$ cat config.mk
export PLATFORM = sky130hd
export DESIGN_NAME = isic_top
export DESIGN_NICKNAME = d
export VERILOG_FILES = /design/src/design/isic_pkg.sv /design/src/design/isic_sched_timer.sv /design/src/design/isic_top.sv
export VERILOG_INCLUDE_DIRS = /design/src /design/src/design
export SDC_FILE = /design/constraint.sdc
export NUM_CORES = 1
export LEC_CHECK = 0
export BUFFER_PORTS_ARGS = -buffer_cell sky130_fd_sc_hd__buf_2
export CAP_MARGIN = 40
export CORE_ASPECT_RATIO = 1.25
export CORE_UTILIZATION = 40
export CTS_CLUSTER_DIAMETER = 50
export DETAILED_ROUTE_END_ITERATION = 12
export PLACE_DENSITY = 0.68
export SLEW_MARGIN = 25
export SYNTH_ARGS = -nofsm -noshare
export SYNTH_HDL_FRONTEND = slang
export SYNTH_SLANG_ARGS = --single-unit
$ cat constraint.sdc
create_clock -name core_clk_in -period 5.3 [get_ports core_clk_in]
set_input_delay 0.53 -clock core_clk_in [delete_from_list [all_inputs] [get_ports core_clk_in]]
set_output_delay 0.53 -clock core_clk_in [all_outputs]
set_load 0.02 [all_outputs]
$ cat src/design/isic_defs.svh
// Purpose: named offsets, fields, reset values and timing for the
//          interrupt control block
// Assumes: byte addresses on a 32-bit Avalon-MM slave
// Notes:   included by the package and by every design file
`ifndef ISIC_DEFS_SVH
`define ISIC_DEFS_SVH

// register byte offsets
`define ISIC_ADDR_W 5
`define ISIC_OFF_DATA 5'h00
`define ISIC_OFF_CMD 5'h04
`define ISIC_OFF_RESULT 5'h08
`define ISIC_OFF_STATUS 5'h0C
`define ISIC_OFF_IRQ_MASK 5'h10
`define ISIC_OFF_PENDING 5'h14
`define ISIC_OFF_MASK 5'h18

// command word fields
`define ISIC_CMD_SEL_LSB 0
`define ISIC_CMD_CC_LSB 4
`define ISIC_SEL_LAST_UNIT 3'h3
`define ISIC_SEL_TIMER 3'h4
`define ISIC_CC_MASK 3'h0
`define ISIC_CC_CLEAR 3'h1
`define ISIC_CC_READ 3'h2

// status / irq mask bit positions
`define ISIC_ST_W 4
`define ISIC_ST_DONE 0
`define ISIC_ST_ERR 1
`define ISIC_ST_FIRE 2
`define ISIC_ST_DISP 3

// interrupt sources
`define ISIC_UNITS 4
`define ISIC_UNIT_IN_W 16
`define ISIC_BITS_PER_UNIT 8
`define ISIC_SRC_W 32
`define ISIC_SUB_W 6
`define ISIC_SCHED_SUB 6'h20
`define ISIC_NO_SUB 6'h3F

// timing: one timer tick is one hundredth of a second
`define ISIC_CLK_NS 5
`define ISIC_TICK_NS 10000000
`define ISIC_DIV_W 22
`define ISIC_CNT_W 14
`define ISIC_CNT_ZERO 14'h0000
`define ISIC_CNT_ONE 14'h0001

// reset values
`define ISIC_RST_WORD 32'h00000000

`endif

$ cat src/design/isic_pkg.sv
// Purpose: state types of the interrupt control block
// Assumes: isic_defs.svh supplies the count, source, status, subroutine and divider widths
// Notes:   each module keeps its whole state in one of these structs
`include "isic_defs.svh"

package isic_pkg;

   typedef enum logic [1:0] {
      ISIC_TM_IDLE = 2'b00,
      ISIC_TM_RUN = 2'b01
   } isic_tm_state_t;

   typedef struct packed {
      isic_tm_state_t state;
      logic [`ISIC_CNT_W-1:0] period;
      logic [`ISIC_CNT_W-1:0] count;
      logic fire;
   } isic_tm_t;

   typedef struct packed {
      logic ack;
      logic [31:0] rdata;
      logic [15:0] data_word;
      logic [15:0] result;
      logic [15:0] period_bcd;
      logic [`ISIC_SRC_W-1:0] mask;
      logic [`ISIC_SRC_W-1:0] pending;
      logic [`ISIC_SRC_W-1:0] prev_in;
      logic sched_pend;
      logic [`ISIC_ST_W-1:0] status;
      logic [`ISIC_ST_W-1:0] irq_mask;
      logic disp_valid;
      logic [`ISIC_SUB_W-1:0] disp_num;
      logic [`ISIC_DIV_W-1:0] div_cnt;
      logic tick;
   } isic_top_t;

endpackage

$ cat src/design/isic_sched_timer.sv
// Purpose: scheduled interrupt timer counting hundredth-second ticks
// Assumes: load strobes are one-cycle and never high together
// Notes:   a zero value cancels the timer; period zero means one-shot
`timescale 1ns/1ps
`include "isic_defs.svh"

module isic_sched_timer
(
   // clock and reset
   input wire logic core_clk_in,
   input wire logic rst_n_in,
   // tick and loads
   input wire logic tick_in,
   input wire logic load_period_in,
   input wire logic load_delay_in,
   input wire logic [`ISIC_CNT_W-1:0] value_in,
   // results
   output logic fire_out,
   output logic running_out
);

   isic_pkg::isic_tm_t s_ff;
   isic_pkg::isic_tm_t nxt_s;

   ////////////////////////////////////////////////////////////////////////
   // next state
   always_comb
   begin
      nxt_s = s_ff;
      nxt_s.fire = 1'b0;
      if (load_period_in)
      begin
         nxt_s.period = value_in;
         if (value_in == `ISIC_CNT_ZERO)
         begin
            nxt_s.state = isic_pkg::ISIC_TM_IDLE;
         end
         else if (s_ff.state == isic_pkg::ISIC_TM_IDLE)
         begin
            // an idle timer starts with one full interval
            nxt_s.state = isic_pkg::ISIC_TM_RUN;
            nxt_s.count = value_in;
         end
      end
      else if (load_delay_in)
      begin
         if (value_in == `ISIC_CNT_ZERO)
         begin
            nxt_s.state = isic_pkg::ISIC_TM_IDLE;
         end
         else
         begin
            nxt_s.state = isic_pkg::ISIC_TM_RUN;
            nxt_s.count = value_in;
         end
      end
      else
      begin
         case (s_ff.state)
            isic_pkg::ISIC_TM_IDLE:
            begin
               nxt_s.count = s_ff.count;
            end
            isic_pkg::ISIC_TM_RUN:
            begin
               if (tick_in)
               begin
                  if (s_ff.count <= `ISIC_CNT_ONE)
                  begin
                     nxt_s.fire = 1'b1;
                     nxt_s.count = s_ff.period;
                     if (s_ff.period == `ISIC_CNT_ZERO)
                     begin
                        nxt_s.state = isic_pkg::ISIC_TM_IDLE;
                     end
                  end
                  else
                  begin
                     nxt_s.count = s_ff.count - `ISIC_CNT_ONE;
                  end
               end
            end
            default:
            begin
               nxt_s.state = isic_pkg::ISIC_TM_IDLE;
            end
         endcase
      end
   end

   ////////////////////////////////////////////////////////////////////////
   // state register, synchronous reset
   always_ff @(posedge core_clk_in)
   begin
      if (!rst_n_in)
      begin
         s_ff <= '0;
      end
      else
      begin
         s_ff <= nxt_s;
      end
   end

   assign fire_out = s_ff.fire;
   assign running_out = (s_ff.state == isic_pkg::ISIC_TM_RUN);

endmodule

$ cat src/design/isic_top.sv
// Purpose: interrupt control for unit inputs and a scheduled interrupt
// Assumes: unit inputs synchronous to core_clk_in; rising edge = request
// Notes:   commands arrive as Avalon-MM register writes
//
// Notes on behaviour
// - selector 0-3 picks unit, 4 the timer
// - at most four units attached at once
// - eight low bits per unit, subroutines 0-31
// - code 0: data ones mask, zeros unmask
// - masked arrivals stay pending until unmasked or cleared by code 1
// - code 1 clears pending of masked selected bits
// - code 2 returns unit mask state
// - timer code 0 loads BCD period
// - zero period or delay cancels timer
// - timer code 1 loads first-interrupt delay
// - timer code 2 returns set period
`timescale 1ns/1ps
`include "isic_defs.svh"

module isic_top
#(
   parameter int TICK_CYCLES = `ISIC_TICK_NS / `ISIC_CLK_NS
)
(
   // clock and reset
   input wire logic core_clk_in,
   input wire logic rst_n_in,
   // avalon-mm slave
   input wire logic [`ISIC_ADDR_W-1:0] avs_address_in,
   input wire logic avs_read_in,
   input wire logic avs_write_in,
   input wire logic [31:0] avs_writedata_in,
   input wire logic [3:0] avs_byteenable_in,
   output logic [31:0] avs_readdata_out,
   output logic avs_waitrequest_out,
   // interrupt input units
   input wire logic [`ISIC_UNITS*`ISIC_UNIT_IN_W-1:0] unit_bits_in,
   input wire logic [`ISIC_UNITS-1:0] unit_present_in,
   // dispatch to the program sequencer
   output logic dispatch_valid_out,
   output logic [`ISIC_SUB_W-1:0] dispatch_sub_out,
   input wire logic dispatch_ready_in,
   // interrupt output
   output logic irq_out
);

   isic_pkg::isic_top_t s_ff;
   isic_pkg::isic_top_t nxt_s;
   logic [`ISIC_SRC_W-1:0] src_bits;
   logic [`ISIC_SRC_W-1:0] present_bits;
   logic tm_fire;
   logic ld_period;
   logic ld_delay;
   logic [`ISIC_CNT_W-1:0] ld_value;

   ////////////////////////////////////////////////////////////////////////
   // helpers

   // four bcd digits, each must be 0-9
   function automatic logic isic_bcd_ok(input logic [15:0] v);
      logic ok;
      ok = 1'b1;
      for (int i = 0; i < 4; i++)
      begin
         if (v[i*4 +: 4] > 4'h9)
         begin
            ok = 1'b0;
         end
      end
      return ok;
   endfunction

   // bcd hundredths of a second to a binary tick count
   function automatic logic [`ISIC_CNT_W-1:0] isic_bcd_bin(
      input logic [15:0] v);
      logic [`ISIC_CNT_W-1:0] r;
      r = {10'h000, v[15:12]} * 14'h03E8;
      r = r + {10'h000, v[11:8]} * 14'h0064;
      r = r + {10'h000, v[7:4]} * 14'h000A;
      r = r + {10'h000, v[3:0]};
      return r;
   endfunction

   // lowest set bit wins, so low subroutine numbers go first
   function automatic logic [`ISIC_SUB_W-1:0] isic_first(
      input logic [`ISIC_SRC_W-1:0] v);
      logic [`ISIC_SUB_W-1:0] r;
      r = `ISIC_NO_SUB;
      for (int i = `ISIC_SRC_W - 1; i >= 0; i--)
      begin
         if (v[i])
         begin
            r = `ISIC_SUB_W'(i);
         end
      end
      return r;
   endfunction

   ////////////////////////////////////////////////////////////////////////
   // unit input gathering: upper bits of each unit are dropped
   always_comb
   begin
      src_bits = '0;
      present_bits = '0;
      for (int u = 0; u < `ISIC_UNITS; u++)
      begin
         src_bits[u*`ISIC_BITS_PER_UNIT +: `ISIC_BITS_PER_UNIT] =
            unit_bits_in[u*`ISIC_UNIT_IN_W +: `ISIC_BITS_PER_UNIT];
         present_bits[u*`ISIC_BITS_PER_UNIT +: `ISIC_BITS_PER_UNIT] =
            {`ISIC_BITS_PER_UNIT{unit_present_in[u]}};
      end
   end

   ////////////////////////////////////////////////////////////////////////
   // main next-state process
   always_comb
   begin
      logic wr_now;
      logic [2:0] sel;
      logic [2:0] cc;
      logic [4:0] base;
      logic [`ISIC_SRC_W-1:0] clr;
      logic [`ISIC_SRC_W-1:0] rise;
      logic [`ISIC_SRC_W-1:0] ready_bits;
      logic [`ISIC_SUB_W-1:0] pick;
      logic [`ISIC_ST_W-1:0] ev;
      logic [`ISIC_ST_W-1:0] w1c;
      logic bad;
      wr_now = 1'b0;
      sel = 3'h0;
      cc = 3'h0;
      base = 5'h00;
      clr = '0;
      rise = '0;
      ready_bits = '0;
      pick = `ISIC_NO_SUB;
      ev = '0;
      w1c = '0;
      bad = 1'b0;
      nxt_s = s_ff;
      ld_period = 1'b0;
      ld_delay = 1'b0;
      ld_value = isic_bcd_bin(s_ff.data_word);

      // tick divider, one pulse per hundredth of a second
      nxt_s.tick = 1'b0;
      if (s_ff.div_cnt >= `ISIC_DIV_W'(TICK_CYCLES - 1))
      begin
         nxt_s.div_cnt = '0;
         nxt_s.tick = 1'b1;
      end
      else
      begin
         nxt_s.div_cnt = s_ff.div_cnt + `ISIC_DIV_W'(1);
      end

      // bus: one wait cycle, then the answer; ack drops the cycle after
      nxt_s.ack = (avs_read_in | avs_write_in) & ~s_ff.ack;
      if (avs_read_in && !s_ff.ack)
      begin
         case (avs_address_in)
            `ISIC_OFF_DATA: nxt_s.rdata = {16'h0000, s_ff.data_word};
            `ISIC_OFF_RESULT: nxt_s.rdata = {16'h0000, s_ff.result};
            `ISIC_OFF_STATUS: nxt_s.rdata = {28'h0000000, s_ff.status};
            `ISIC_OFF_IRQ_MASK: nxt_s.rdata = {28'h0000000, s_ff.irq_mask};
            `ISIC_OFF_PENDING: nxt_s.rdata = s_ff.pending;
            `ISIC_OFF_MASK: nxt_s.rdata = s_ff.mask;
            default: nxt_s.rdata = `ISIC_RST_WORD;
         endcase
      end
      wr_now = avs_write_in & s_ff.ack;

      // register writes taken at the edge that ends the cycle after the wait
      if (wr_now)
      begin
         case (avs_address_in)
            `ISIC_OFF_DATA:
            begin
               if (avs_byteenable_in[0])
               begin
                  nxt_s.data_word[7:0] = avs_writedata_in[7:0];
               end
               if (avs_byteenable_in[1])
               begin
                  nxt_s.data_word[15:8] = avs_writedata_in[15:8];
               end
            end
            `ISIC_OFF_STATUS:
            begin
               if (avs_byteenable_in[0])
               begin
                  w1c = avs_writedata_in[`ISIC_ST_W-1:0];
               end
            end
            `ISIC_OFF_IRQ_MASK:
            begin
               if (avs_byteenable_in[0])
               begin
                  nxt_s.irq_mask = avs_writedata_in[`ISIC_ST_W-1:0];
               end
            end
            default:
            begin
               nxt_s.irq_mask = s_ff.irq_mask;
            end
         endcase
      end

      // control instruction: a write to the command word executes it
      if (wr_now && avs_address_in == `ISIC_OFF_CMD && avs_byteenable_in[0])
      begin
         sel = avs_writedata_in[`ISIC_CMD_SEL_LSB +: 3];
         cc = avs_writedata_in[`ISIC_CMD_CC_LSB +: 3];
         base = {sel[1:0], 3'h0};
         if (sel <= `ISIC_SEL_LAST_UNIT)
         begin
            if (!unit_present_in[sel[1:0]])
            begin
               bad = 1'b1;
            end
            else if (cc == `ISIC_CC_MASK)
            begin
               nxt_s.mask[base +: 8] = s_ff.data_word[7:0];
            end
            else if (cc == `ISIC_CC_CLEAR)
            begin
               clr[base +: 8] = s_ff.data_word[7:0] &
                  s_ff.mask[base +: 8];
            end
            else if (cc == `ISIC_CC_READ)
            begin
               nxt_s.result = {8'h00, s_ff.mask[base +: 8]};
            end
            else
            begin
               bad = 1'b1;
            end
         end
         else if (sel == `ISIC_SEL_TIMER)
         begin
            if (cc == `ISIC_CC_READ)
            begin
               nxt_s.result = s_ff.period_bcd;
            end
            else if (!isic_bcd_ok(s_ff.data_word))
            begin
               bad = 1'b1;
            end
            else if (cc == `ISIC_CC_MASK)
            begin
               nxt_s.period_bcd = s_ff.data_word;
               ld_period = 1'b1;
            end
            else if (cc == `ISIC_CC_CLEAR)
            begin
               ld_delay = 1'b1;
            end
            else
            begin
               bad = 1'b1;
            end
         end
         else
         begin
            bad = 1'b1;
         end
         ev[`ISIC_ST_DONE] = ~bad;
         ev[`ISIC_ST_ERR] = bad;
      end

      // edges latch as pending whatever the mask; arrival beats clear
      rise = src_bits & ~s_ff.prev_in & present_bits;
      nxt_s.prev_in = src_bits;
      if (tm_fire)
      begin
         ev[`ISIC_ST_FIRE] = 1'b1;
      end

      // dispatch one at a time once the previous one is taken
      if (s_ff.disp_valid && dispatch_ready_in)
      begin
         nxt_s.disp_valid = 1'b0;
      end
      ready_bits = s_ff.pending & ~s_ff.mask & present_bits;
      pick = isic_first(ready_bits);
      nxt_s.pending = (s_ff.pending & ~clr) | rise;
      nxt_s.sched_pend = s_ff.sched_pend | tm_fire;
      if (!s_ff.disp_valid)
      begin
         if (pick != `ISIC_NO_SUB)
         begin
            nxt_s.disp_valid = 1'b1;
            nxt_s.disp_num = pick;
            nxt_s.pending[pick[4:0]] = rise[pick[4:0]];
            ev[`ISIC_ST_DISP] = 1'b1;
         end
         else if (s_ff.sched_pend)
         begin
            // scheduled interrupt ranks after all unit bits
            nxt_s.disp_valid = 1'b1;
            nxt_s.disp_num = `ISIC_SCHED_SUB;
            nxt_s.sched_pend = tm_fire;
            ev[`ISIC_ST_DISP] = 1'b1;
         end
      end

      // sticky status, a new event wins over a write-one clear
      nxt_s.status = (s_ff.status & ~w1c) | ev;
   end

   ////////////////////////////////////////////////////////////////////////
   // state register, synchronous reset
   always_ff @(posedge core_clk_in)
   begin
      if (!rst_n_in)
      begin
         s_ff <= '0;
      end
      else
      begin
         s_ff <= nxt_s;
      end
   end

   ////////////////////////////////////////////////////////////////////////
   // scheduled timer
   isic_sched_timer u_timer
   (
      .core_clk_in(core_clk_in),
      .rst_n_in(rst_n_in),
      .tick_in(s_ff.tick),
      .load_period_in(ld_period),
      .load_delay_in(ld_delay),
      .value_in(ld_value),
      .fire_out(tm_fire),
      .running_out()
   );

   ////////////////////////////////////////////////////////////////////////
   // outputs
   assign avs_waitrequest_out = (avs_read_in | avs_write_in) & ~s_ff.ack;
   assign avs_readdata_out = s_ff.rdata;
   assign dispatch_valid_out = s_ff.disp_valid;
   assign dispatch_sub_out = s_ff.disp_num;
   // level irq, high while any unmasked sticky bit is set
   assign irq_out = |(s_ff.status & s_ff.irq_mask);

endmodule

# Word level (Yosys, flattened, before mapping)
# Cells that the tools add are included.
[word_totals] register_bits=247 inputBits=114 output_inout_bits=41 wordCells=245
[classes] n_addsub=6 n_mul=3 magnitude_cmp=10 eq_ne=22 shift=4 n_mux=124 n_bitwise=27 n_reduce_logical=29
[op_table] op="$mux 32" n=8
[op_table] op="$and 32x32->32" n=6
[op_table] op="$mux 6" n=32
[op_table] op="$pmux 32 s6" n=1
[op_table] op="$mux 16" n=9
[op_table] op="$mux 14" n=7
[op_table] op="$not 32->32" n=3
[op_table] op="$bwmux 32" n=2
[op_table] op="$shiftx 8x7->32" n=2
[op_table] op="$mux 1" n=46
[op_table] op="$or 32x32->32" n=1
[op_table] op="$shift 8x7->32 const A" n=1
[op_table] op="$shiftx 32x6->8" n=1
[op_table] op="$logic_not 14->1" n=2
[op_table] op="$add 22x1->22 const B" n=1
[op_table] op="$ge 22x21->1 const B" n=1
[op_table] op="$mux 7" n=3
[op_table] op="$gt 4x4->1 const B" n=4
[op_table] op="$mux 2" n=8
[op_table] op="$eq 5x5->1 const B" n=3
[op_table] op="$mux 15" n=1
[op_table] op="$add 14x11->14" n=1
[op_table] op="$add 14x4->14" n=1
[op_table] op="$add 14x8->14" n=1
[op_table] op="other kinds (50)" n=80

# Logic depth before layout (Yosys ltp)
# Gate-level depths: netlist of run 1.
[logic_depth] depth_word=42 ltp_mapped=20 mapped_depth_nobuf=19

# Cells and area by module
# From an unflattened synthesis of run 1, not the netlist that was laid out.
[unflattened] cells_unflattened=1682 hier_area_um2=14360.0
[modules_own_cells] module="isic_top" n_inst=1 cells_per_inst=1470 area_each_um2=12520.8 seq_area_each_um2=4324.1
[modules_own_cells] module="isic_sched_timer" n_inst=1 cells_per_inst=212 area_each_um2=1839.3 seq_area_each_um2=600.6

# Worst setup path after synthesis of run 1
# Ideal clock, no wire load.
[synth_path] path_kind="flip-flop to flip-flop" from="register s_ff[180] in the netlist's numbering" to="register u_timer.s_ff[10] in the netlist's numbering" setup_ns=0.070 arrival_ns=4.767 required_time_ns=5.230 slack_ns=0.463 path_stages_with_launch=20 path_buffers=1 period_less_slack_ns=4.837 path_cell_list="dfxtp_1 fa_1 inv_1 fa_1 inv_1 ha_1 nor2b_1 o21ai_0 and3_1 nor2_1 ha_1 ha_1 ha_1 nor2_1 a21oi_1 xor2_1 o41a_1 or2_1 buf_2 a21oi_1"
[synth_via] elab_chain_len=13 elab_cells_between_ends=32 cone_classes="add/sub (3); mul (1); order compare (1); eq/ne (3); mux (20); reduce/logical (4)"
[synth_lines] item="start, declared" line="isic_top.sv:47" rtl="isic_pkg::isic_top_t s_ff;"
[synth_lines] item="start signal, assigned" line="isic_top.sv:321" rtl="s_ff <= nxt_s;"
[synth_lines] item="branches (longest 13 deep; another with $add 14x11->14)"
[synth_lines] item="end signal, assigned" line="isic_sched_timer.sv:101" rtl="s_ff <= nxt_s;"
[synth_lines] item="end, declared" line="isic_sched_timer.sv:22" rtl="isic_pkg::isic_tm_t s_ff;"
# Parallel ways; which one is timed is not known. The select of a mux whose other input is x is not followed.
# A chain may end at the register's enable or synchronous reset.

# Worst setup path in the final report of run 1
# Same ends and word-level chain as after synthesis.

==> results.sh, run 1 <==
export IMPL_yosysTopAreaCell="dfxtp_1"
export IMPL_clockRootBuffer="clkbuf_16"
export IMPL_final_cell_mix="dfxtp_1, nor2_1, nand2_1"
export IMPL_die_w_um=171.5
export IMPL_cts_buffers=31
export IMPL_hold_violations=0
export IMPL_timing_final_ws_setup_ns=0.2844
export IMPL_finalSetupViolations=0
export IMPL_ys_ff_latch=246
export IMPL_min_period_ns=5.016
export IMPL_port_buffers=104
export IMPL_netlist_area_leader_share_pct=34.29
export IMPL_clock_sinks=246
export IMPL_detail_route_antenna_nets=0
export IMPL_antenna_found_initial=0
export IMPL_dp_cells=2217
export IMPL_grt_pass1_vias=12916
export IMPL_fp_dieArea_mm2=0.03668
export IMPL_first_pass_iters=8
export IMPL_p_per_area_mw_per_mm2=306.1
export IMPL_layout_drive_gt1_share_pct=13.58
export IMPL_worstSetupPathType="reg -> reg"
export IMPL_initial_core_util_pct=40.62
export IMPL_fin_cells=2279
export IMPL_place_congestion=0.9645
export IMPL_status="complete, no violations"
export IMPL_synthFlopType="dfxtp_1"
export IMPL_wl_per_cell_um=20.07
export IMPL_synth_cells=1744
export IMPL_relSlewSlack_pct=45.24
export IMPL_grt_remaining_overflow=0
export IMPL_drv_cap=0
export IMPL_drt_iter0_markers=1139
export IMPL_grt_first_pass_wirelength_um=70760
export IMPL_path_clk_slew_ns=0.07
export IMPL_vias=13607
export IMPL_worstMarginPinSlew_ns=0.8188
export IMPL_die_h_um=213.9
export IMPL_synth_area_leaders="dfxtp_1, a21oi_1, ha_1"
export IMPL_cts_tree="yes"
export IMPL_avgSynthCellArea_um2=8.236
export IMPL_fmax_ghz=0.1994
export IMPL_synth_area_mm2=0.01436
export IMPL_place_ws_ns=0.06425
export IMPL_hp_class="in -> reg"
export IMPL_track_usage_pct=24.84
export IMPL_insertion_delay_ns=0.57
export IMPL_multiInputGateArea_mm2=0.008514
export IMPL_synth_edf_count=0
export IMPL_wl_um=45740
export IMPL_cts_max_path_buffers=3
export IMPL_cp_end_kind="register"
export IMPL_grt_max_degree=69
export IMPL_syn_to_final_growth_pct=12.80
export IMPL_leakage_nw=6.431
export IMPL_mostFrequentLayoutCell="dfxtp_1"
export IMPL_synth_cell_types=94
export IMPL_detail_route_vias_per_cell=5.971
export IMPL_post_route_period_util_pct=94.63
export IMPL_htree_levels=1
export IMPL_final_max_slew_viol_count=0
export IMPL_finClkSkew_ns=0.01268
export IMPL_ys_seq_area_share_pct=34.29
export IMPL_required_ns=5.75
export IMPL_start_kind="register"
export IMPL_seqCellArea_mm2=0.004926
export IMPL_yosysWarnings=0
export IMPL_async_flop_share_pct=0
export IMPL_drcViolationCount=0
export IMPL_hpwlAfterDp_um=33130
export IMPL_nNetsFinal=1973
export IMPL_io_pins=155
export IMPL_cp_arrival_ns=5.46
export IMPL_ir_worst_vdd_uv=223.8
export IMPL_placeableCoreArea_mm2=0.03536
export IMPL_rows=77
export IMPL_synth_nets=1937
export IMPL_critical_path_max_fanout=12
export IMPL_final_fill_count=3509
## critical path, cell delays in order, from the launching register on
cell,delay [ns]
dfxtp_2,0.35
fa_2,0.63
inv_1,0.07
fa_1,0.51
inv_1,0.04
ha_1,0.34
nor2b_1,0.16
o21ai_1,0.15
and3_1,0.17
nor2_1,0.04
ha_1,0.29
ha_1,0.30
ha_1,0.37
nor2_2,0.16
a211oi_2,0.06
o21ba_2,0.24
o41a_1,0.49
buf_4,0.21
o31ai_1,0.23
a21oi_1,0.06
## layer usage
metal	global-route usage, %	part of all wire [%]	up-vias
met4	18.32	7.9	0
met3	3.784	7.3	199
met5	0	0	-
met2	41.77	47	657
met1	28.54	37	6429
li1	-	-	6322
## per-stage QoR
stage / hold WS, ns / instance area, µm² / setup TNS (ns) / power, mW / utilization [%]
6_report: 0.1622 / 16200 / 0 / 4.960 / 45.83
5_1_grt: 0.1629 / 16200 / -0.001159 / 5.133 / 45.82
3_3_place_gp: 0.4376 / 15020 / 0 / 2.731 / 42.49
4_1_cts: 0.1410 / 16150 / 0 / 4.963 / 45.66
2_1_floorplan: 0.4297 / 14360 / 0 / 2.535 / -
3_5_place_dp: 0.4432 / 15050 / 0 / 2.746 / 42.58
## kinds of logic (layout without fill, tap and decap cells)
kind of cell             Yosys count  count (layout)  share of synthesized area, %
AND/OR/NAND/NOR                  660             660                         22.87
AO/OA/AOI/OAI                    483             483                         23.04
flip-flops                       246             246                         34.29
buffers and inverters            205             265                         6.646
adder cells (fa/ha/maj)           79              79                         7.770
XOR/XNOR                          38              38                         2.317
multiplexers                      32              32                         3.049
other                              1               2                       0.02611
## state kept, by name, indices dropped and copies added, names as in the netlist
register	cells
dispatch_valid_out	1
dispatch_sub_out	6
s_ff	177
u_timer.s_ff	29
avs_readdata_out	32
u_timer.fire_out	1
## where the power goes
part	internal [mW]	switching (mW)	total, mW
logic	0.250	0.504	0.754
clock network	1.33	0.892	2.23
registers	1.91	0.0741	1.98
## synth_stat cells, drive strengths merged (22+ instances only)
master and count:
dfxtp 246, nor2 177, nand2 174, a21oi 163
clkbuf 84, a22oi 72, inv 68, ha 62
o21ai 59, nor2b 53, buf 52, and2 46
nor3 45, nand3 37, a211oi 23, nand2b 23
mux2i 22
## worst paths after layout
path,from,to,slack (ns),depth (start not counted)
max reg2reg,s_ff[180],u_timer.s_ff[10],0.28,19
min reg2reg,s_ff[145],s_ff[145],0.45,2
max,s_ff[180],u_timer.s_ff[10],0.28,19
min,unit_bits_in[52],s_ff[67],0.16,2
## area by class of cell
| type | count | share of cell area [%] |
|---|---|---|
| multi-input cells | 1293 | 52.55 |
| flip-flops and latches | 246 | 30.40 |
| clock buffers | 41 | 5.452 |
| repair buffers | 139 | 5.027 |
| well taps | 474 | 3.660 |
| inverters | 69 | 1.614 |
| clock inverters | 16 | 1.282 |
| diodes | 1 | 0.01544 |
## repair_timing
action	in CTS	in global routing
endpoints found under the hold margin	0	0
hold buffers	0	0
setup buffers	0	1
endpoints found under the setup margin	0	15
resized for setup	0	7
Note: power is estimated with default switching activity, not from simulation.
==> run 2: changes to the inputs <==
- CTS_BUF_LIST: unset -> sky130_fd_sc_hd__clkbuf_8
==> results.sh, run 2 (synthesis gave the netlist of run 1 again) <==
export IMPL_fin_cells=2294
export IMPL_critPathMaxStageDelay_ns=0.63
export IMPL_nNetsFinal=1985
export IMPL_cts_max_path_buffers=3
export IMPL_wl_per_cell_um=20.02
export IMPL_worstRegToRegCells=18
export IMPL_min_period_ns=5.061
export IMPL_ir_worst_vdd_uv=160.9
export IMPL_p_comb_share_pct=16.7
export IMPL_switching_power_mw=1.412
export IMPL_drt_iter0_markers=1202
export IMPL_placeableCoreArea_mm2=0.03536
export IMPL_grt_pass1_vias=13106
export IMPL_track_usage_pct=24.90
export IMPL_finClkSkew_ns=0.02689
export IMPL_status="complete, no violations"
export IMPL_mostFrequentLayoutCell="dfxtp_1"
export IMPL_port_buffers=104
export IMPL_die_w_um=171.5
export IMPL_wl_um=45940
export IMPL_grt_remaining_overflow=0
export IMPL_grt_max_degree=69
export IMPL_place_ws_ns=0.06425
export IMPL_timing_final_ws_setup_ns=0.2393
export IMPL_seqCellArea_mm2=0.004926
export IMPL_initial_core_util_pct=40.62
export IMPL_vias=13654
export IMPL_cp_arrival_ns=5.50
export IMPL_detail_route_antenna_nets=0
export IMPL_final_max_slew_viol_count=0
export IMPL_min_path_cells=2
export IMPL_final_fill_count=3533
export IMPL_power_mw=4.515
export IMPL_worst_hold_slack_ns=0.1617
export IMPL_layout_drive_gt1_share_pct=14.01
export IMPL_p_per_area_mw_per_mm2=282.8
export IMPL_hold_violations=0
export IMPL_cp_common_cell="ha_1"
export IMPL_htree_levels=2
export IMPL_hpwlAfterDp_um=33130
export IMPL_clock_sinks=246
export IMPL_p_int_mw=3.103
export IMPL_critPathTopFamily="adder cells"
export IMPL_critPathSlowestCell="fa_2"
export IMPL_rows=77
export IMPL_leakage_nw=6.363
export IMPL_largest_register="s_ff"
export IMPL_post_route_period_util_pct=95.48
export IMPL_cts_tree="yes"
export IMPL_r2r_start="s_ff[180]"
export IMPL_drcViolationCount=0
export IMPL_sequentialPowerShare_pct=43.8
export IMPL_drv_cap=0
export IMPL_critical_path_max_fanout=12
export IMPL_relSlewSlack_pct=42.73
export IMPL_fmax_ghz=0.1976
export IMPL_worst_path_stages=18
export IMPL_diodes=0
export IMPL_path_clk_slew_ns=0.06
export IMPL_cp_end_kind="register"
export IMPL_start_kind="register"
export IMPL_detail_route_vias_per_cell=5.952
export IMPL_grt_first_pass_wirelength_um=70840
export IMPL_p_clk_share_pct=39.4
export IMPL_required_ns=5.74
export IMPL_crit_end="u_timer.s_ff[4]"
export IMPL_crit_start="s_ff[180]"
export IMPL_cts_buffers=43
export IMPL_wl_met3_um=3001
export IMPL_first_pass_iters=6
export IMPL_largest_reg_flops=177
export IMPL_path_cells="fa_2 > inv_1 > fa_1 > inv_1 > ha_1 > nand2_1 > o21ai_1 > a21oi_1 > ha_1 > ha_1 > ha_1 > or2_2 > o21ai_0 > o2111ai_1 > o41a_1 > buf_4 > o31ai_1 > a21oi_1"
export IMPL_r2r_slack_ns=0.24
export IMPL_place_congestion=0.9645
export IMPL_p_sw_share_pct=31.27
export IMPL_finalSetupViolations=0
export IMPL_worstMarginPinSlew_ns=0.8590
export IMPL_die_h_um=213.9
export IMPL_syn_to_final_growth_pct=11.17
export IMPL_hp_class="in -> reg"
export IMPL_drt_met1_wl_um=17450
export IMPL_fp_dieArea_mm2=0.03668
export IMPL_reg2reg_to="u_timer.s_ff[4]"
export IMPL_insertion_delay_ns=0.58
export IMPL_cp_num_buf_inv=3
export IMPL_io_pins=155
export IMPL_final_cell_mix="dfxtp_1, nor2_1, nand2_1"
export IMPL_dp_cells=2217
export IMPL_multiInputGateArea_mm2=0.008521
export IMPL_highest_layer="met4"
export IMPL_worstSetupPathType="reg -> reg"
export IMPL_antenna_found_initial=0
export IMPL_wl_met2_um=21660
export IMPL_clockRootBuffer="clkbuf_8"
export IMPL_hold_buffers=0
## run 2: changes by cell type in the layout (fill, tap and decap cells not counted), moves of 2 or more
cell / delta
inv_8: -4
clkbuf_8: +42
clkbuf_1: -3
clkbuf_16: -31
clkinvlp_4: +2
inv_1: +11
## run 2: power groups by stage
stage | Clock, mW | Sequential, mW | Combinational [mW]
floorplan | 0 | 1.97 | 0.562
global placement | 0 | 2.01 | 0.720
detailed placement | 0 | 2.01 | 0.732
CTS | 1.81 | 1.97 | 0.735
global route | 1.90 | 1.98 | 0.814
finish | 1.78 | 1.98 | 0.756
## run 2: layout make-up
type	instances	area share (%)
tap	474	3.714
timing repair buffer	139	5.101
clock inverter	24	1.113
multi-input combinational	1293	53.36
inverter	69	1.638
sequential	246	30.85
clock buffer	49	4.223
## run 2: through the flow
step                      utilization, %  setup TNS [ns]  area, µm²
after floorplan                        -               0      14360
after global placement             42.49               0      15020
after detailed placement           42.58               0      15050
after CTS                          44.99               0      15910
after global routing               45.16       -0.008204      15970
final                              45.16               0      15970
## run 2: what timing repair did
item | CTS | global route
buffers inserted | 0 | 1
endpoints found under the setup margin | 0 | 15
resized for setup | 0 | 10
## run 2: routing by layer
metal | vias to the layer above | global-route usage (%)
met1 | 6445 | 27.98
li1 | 6341 | -
met5 | - | 0
met4 | 0 | 20.14
met3 | 228 | 4.042
met2 | 640 | 41.66
## run 2: worst min-delay path by stage
stage / from / end / slack, ns
2_1_floorplan: s_ff[1] / s_ff[1] / 0.43
3_3_place_gp: s_ff[149] / s_ff[149] / 0.44
3_5_place_dp: s_ff[150] / s_ff[150] / 0.44
4_1_cts: unit_bits_in[16] / s_ff[47] / 0.13
5_1_grt: unit_bits_in[16] / s_ff[47] / 0.16
6_report: unit_bits_in[37] / s_ff[60] / 0.16
## run 2: worst register-to-register path: cells and delay by family (launching register included)
family                   cells  cell delay, ns
flip-flops                   1            0.35
adder cells (fa/ha/maj)      6            2.38
AND/OR/NAND/NOR              2            0.40
AO/OA/AOI/OAI                7            1.46
buffers and inverters        3            0.33
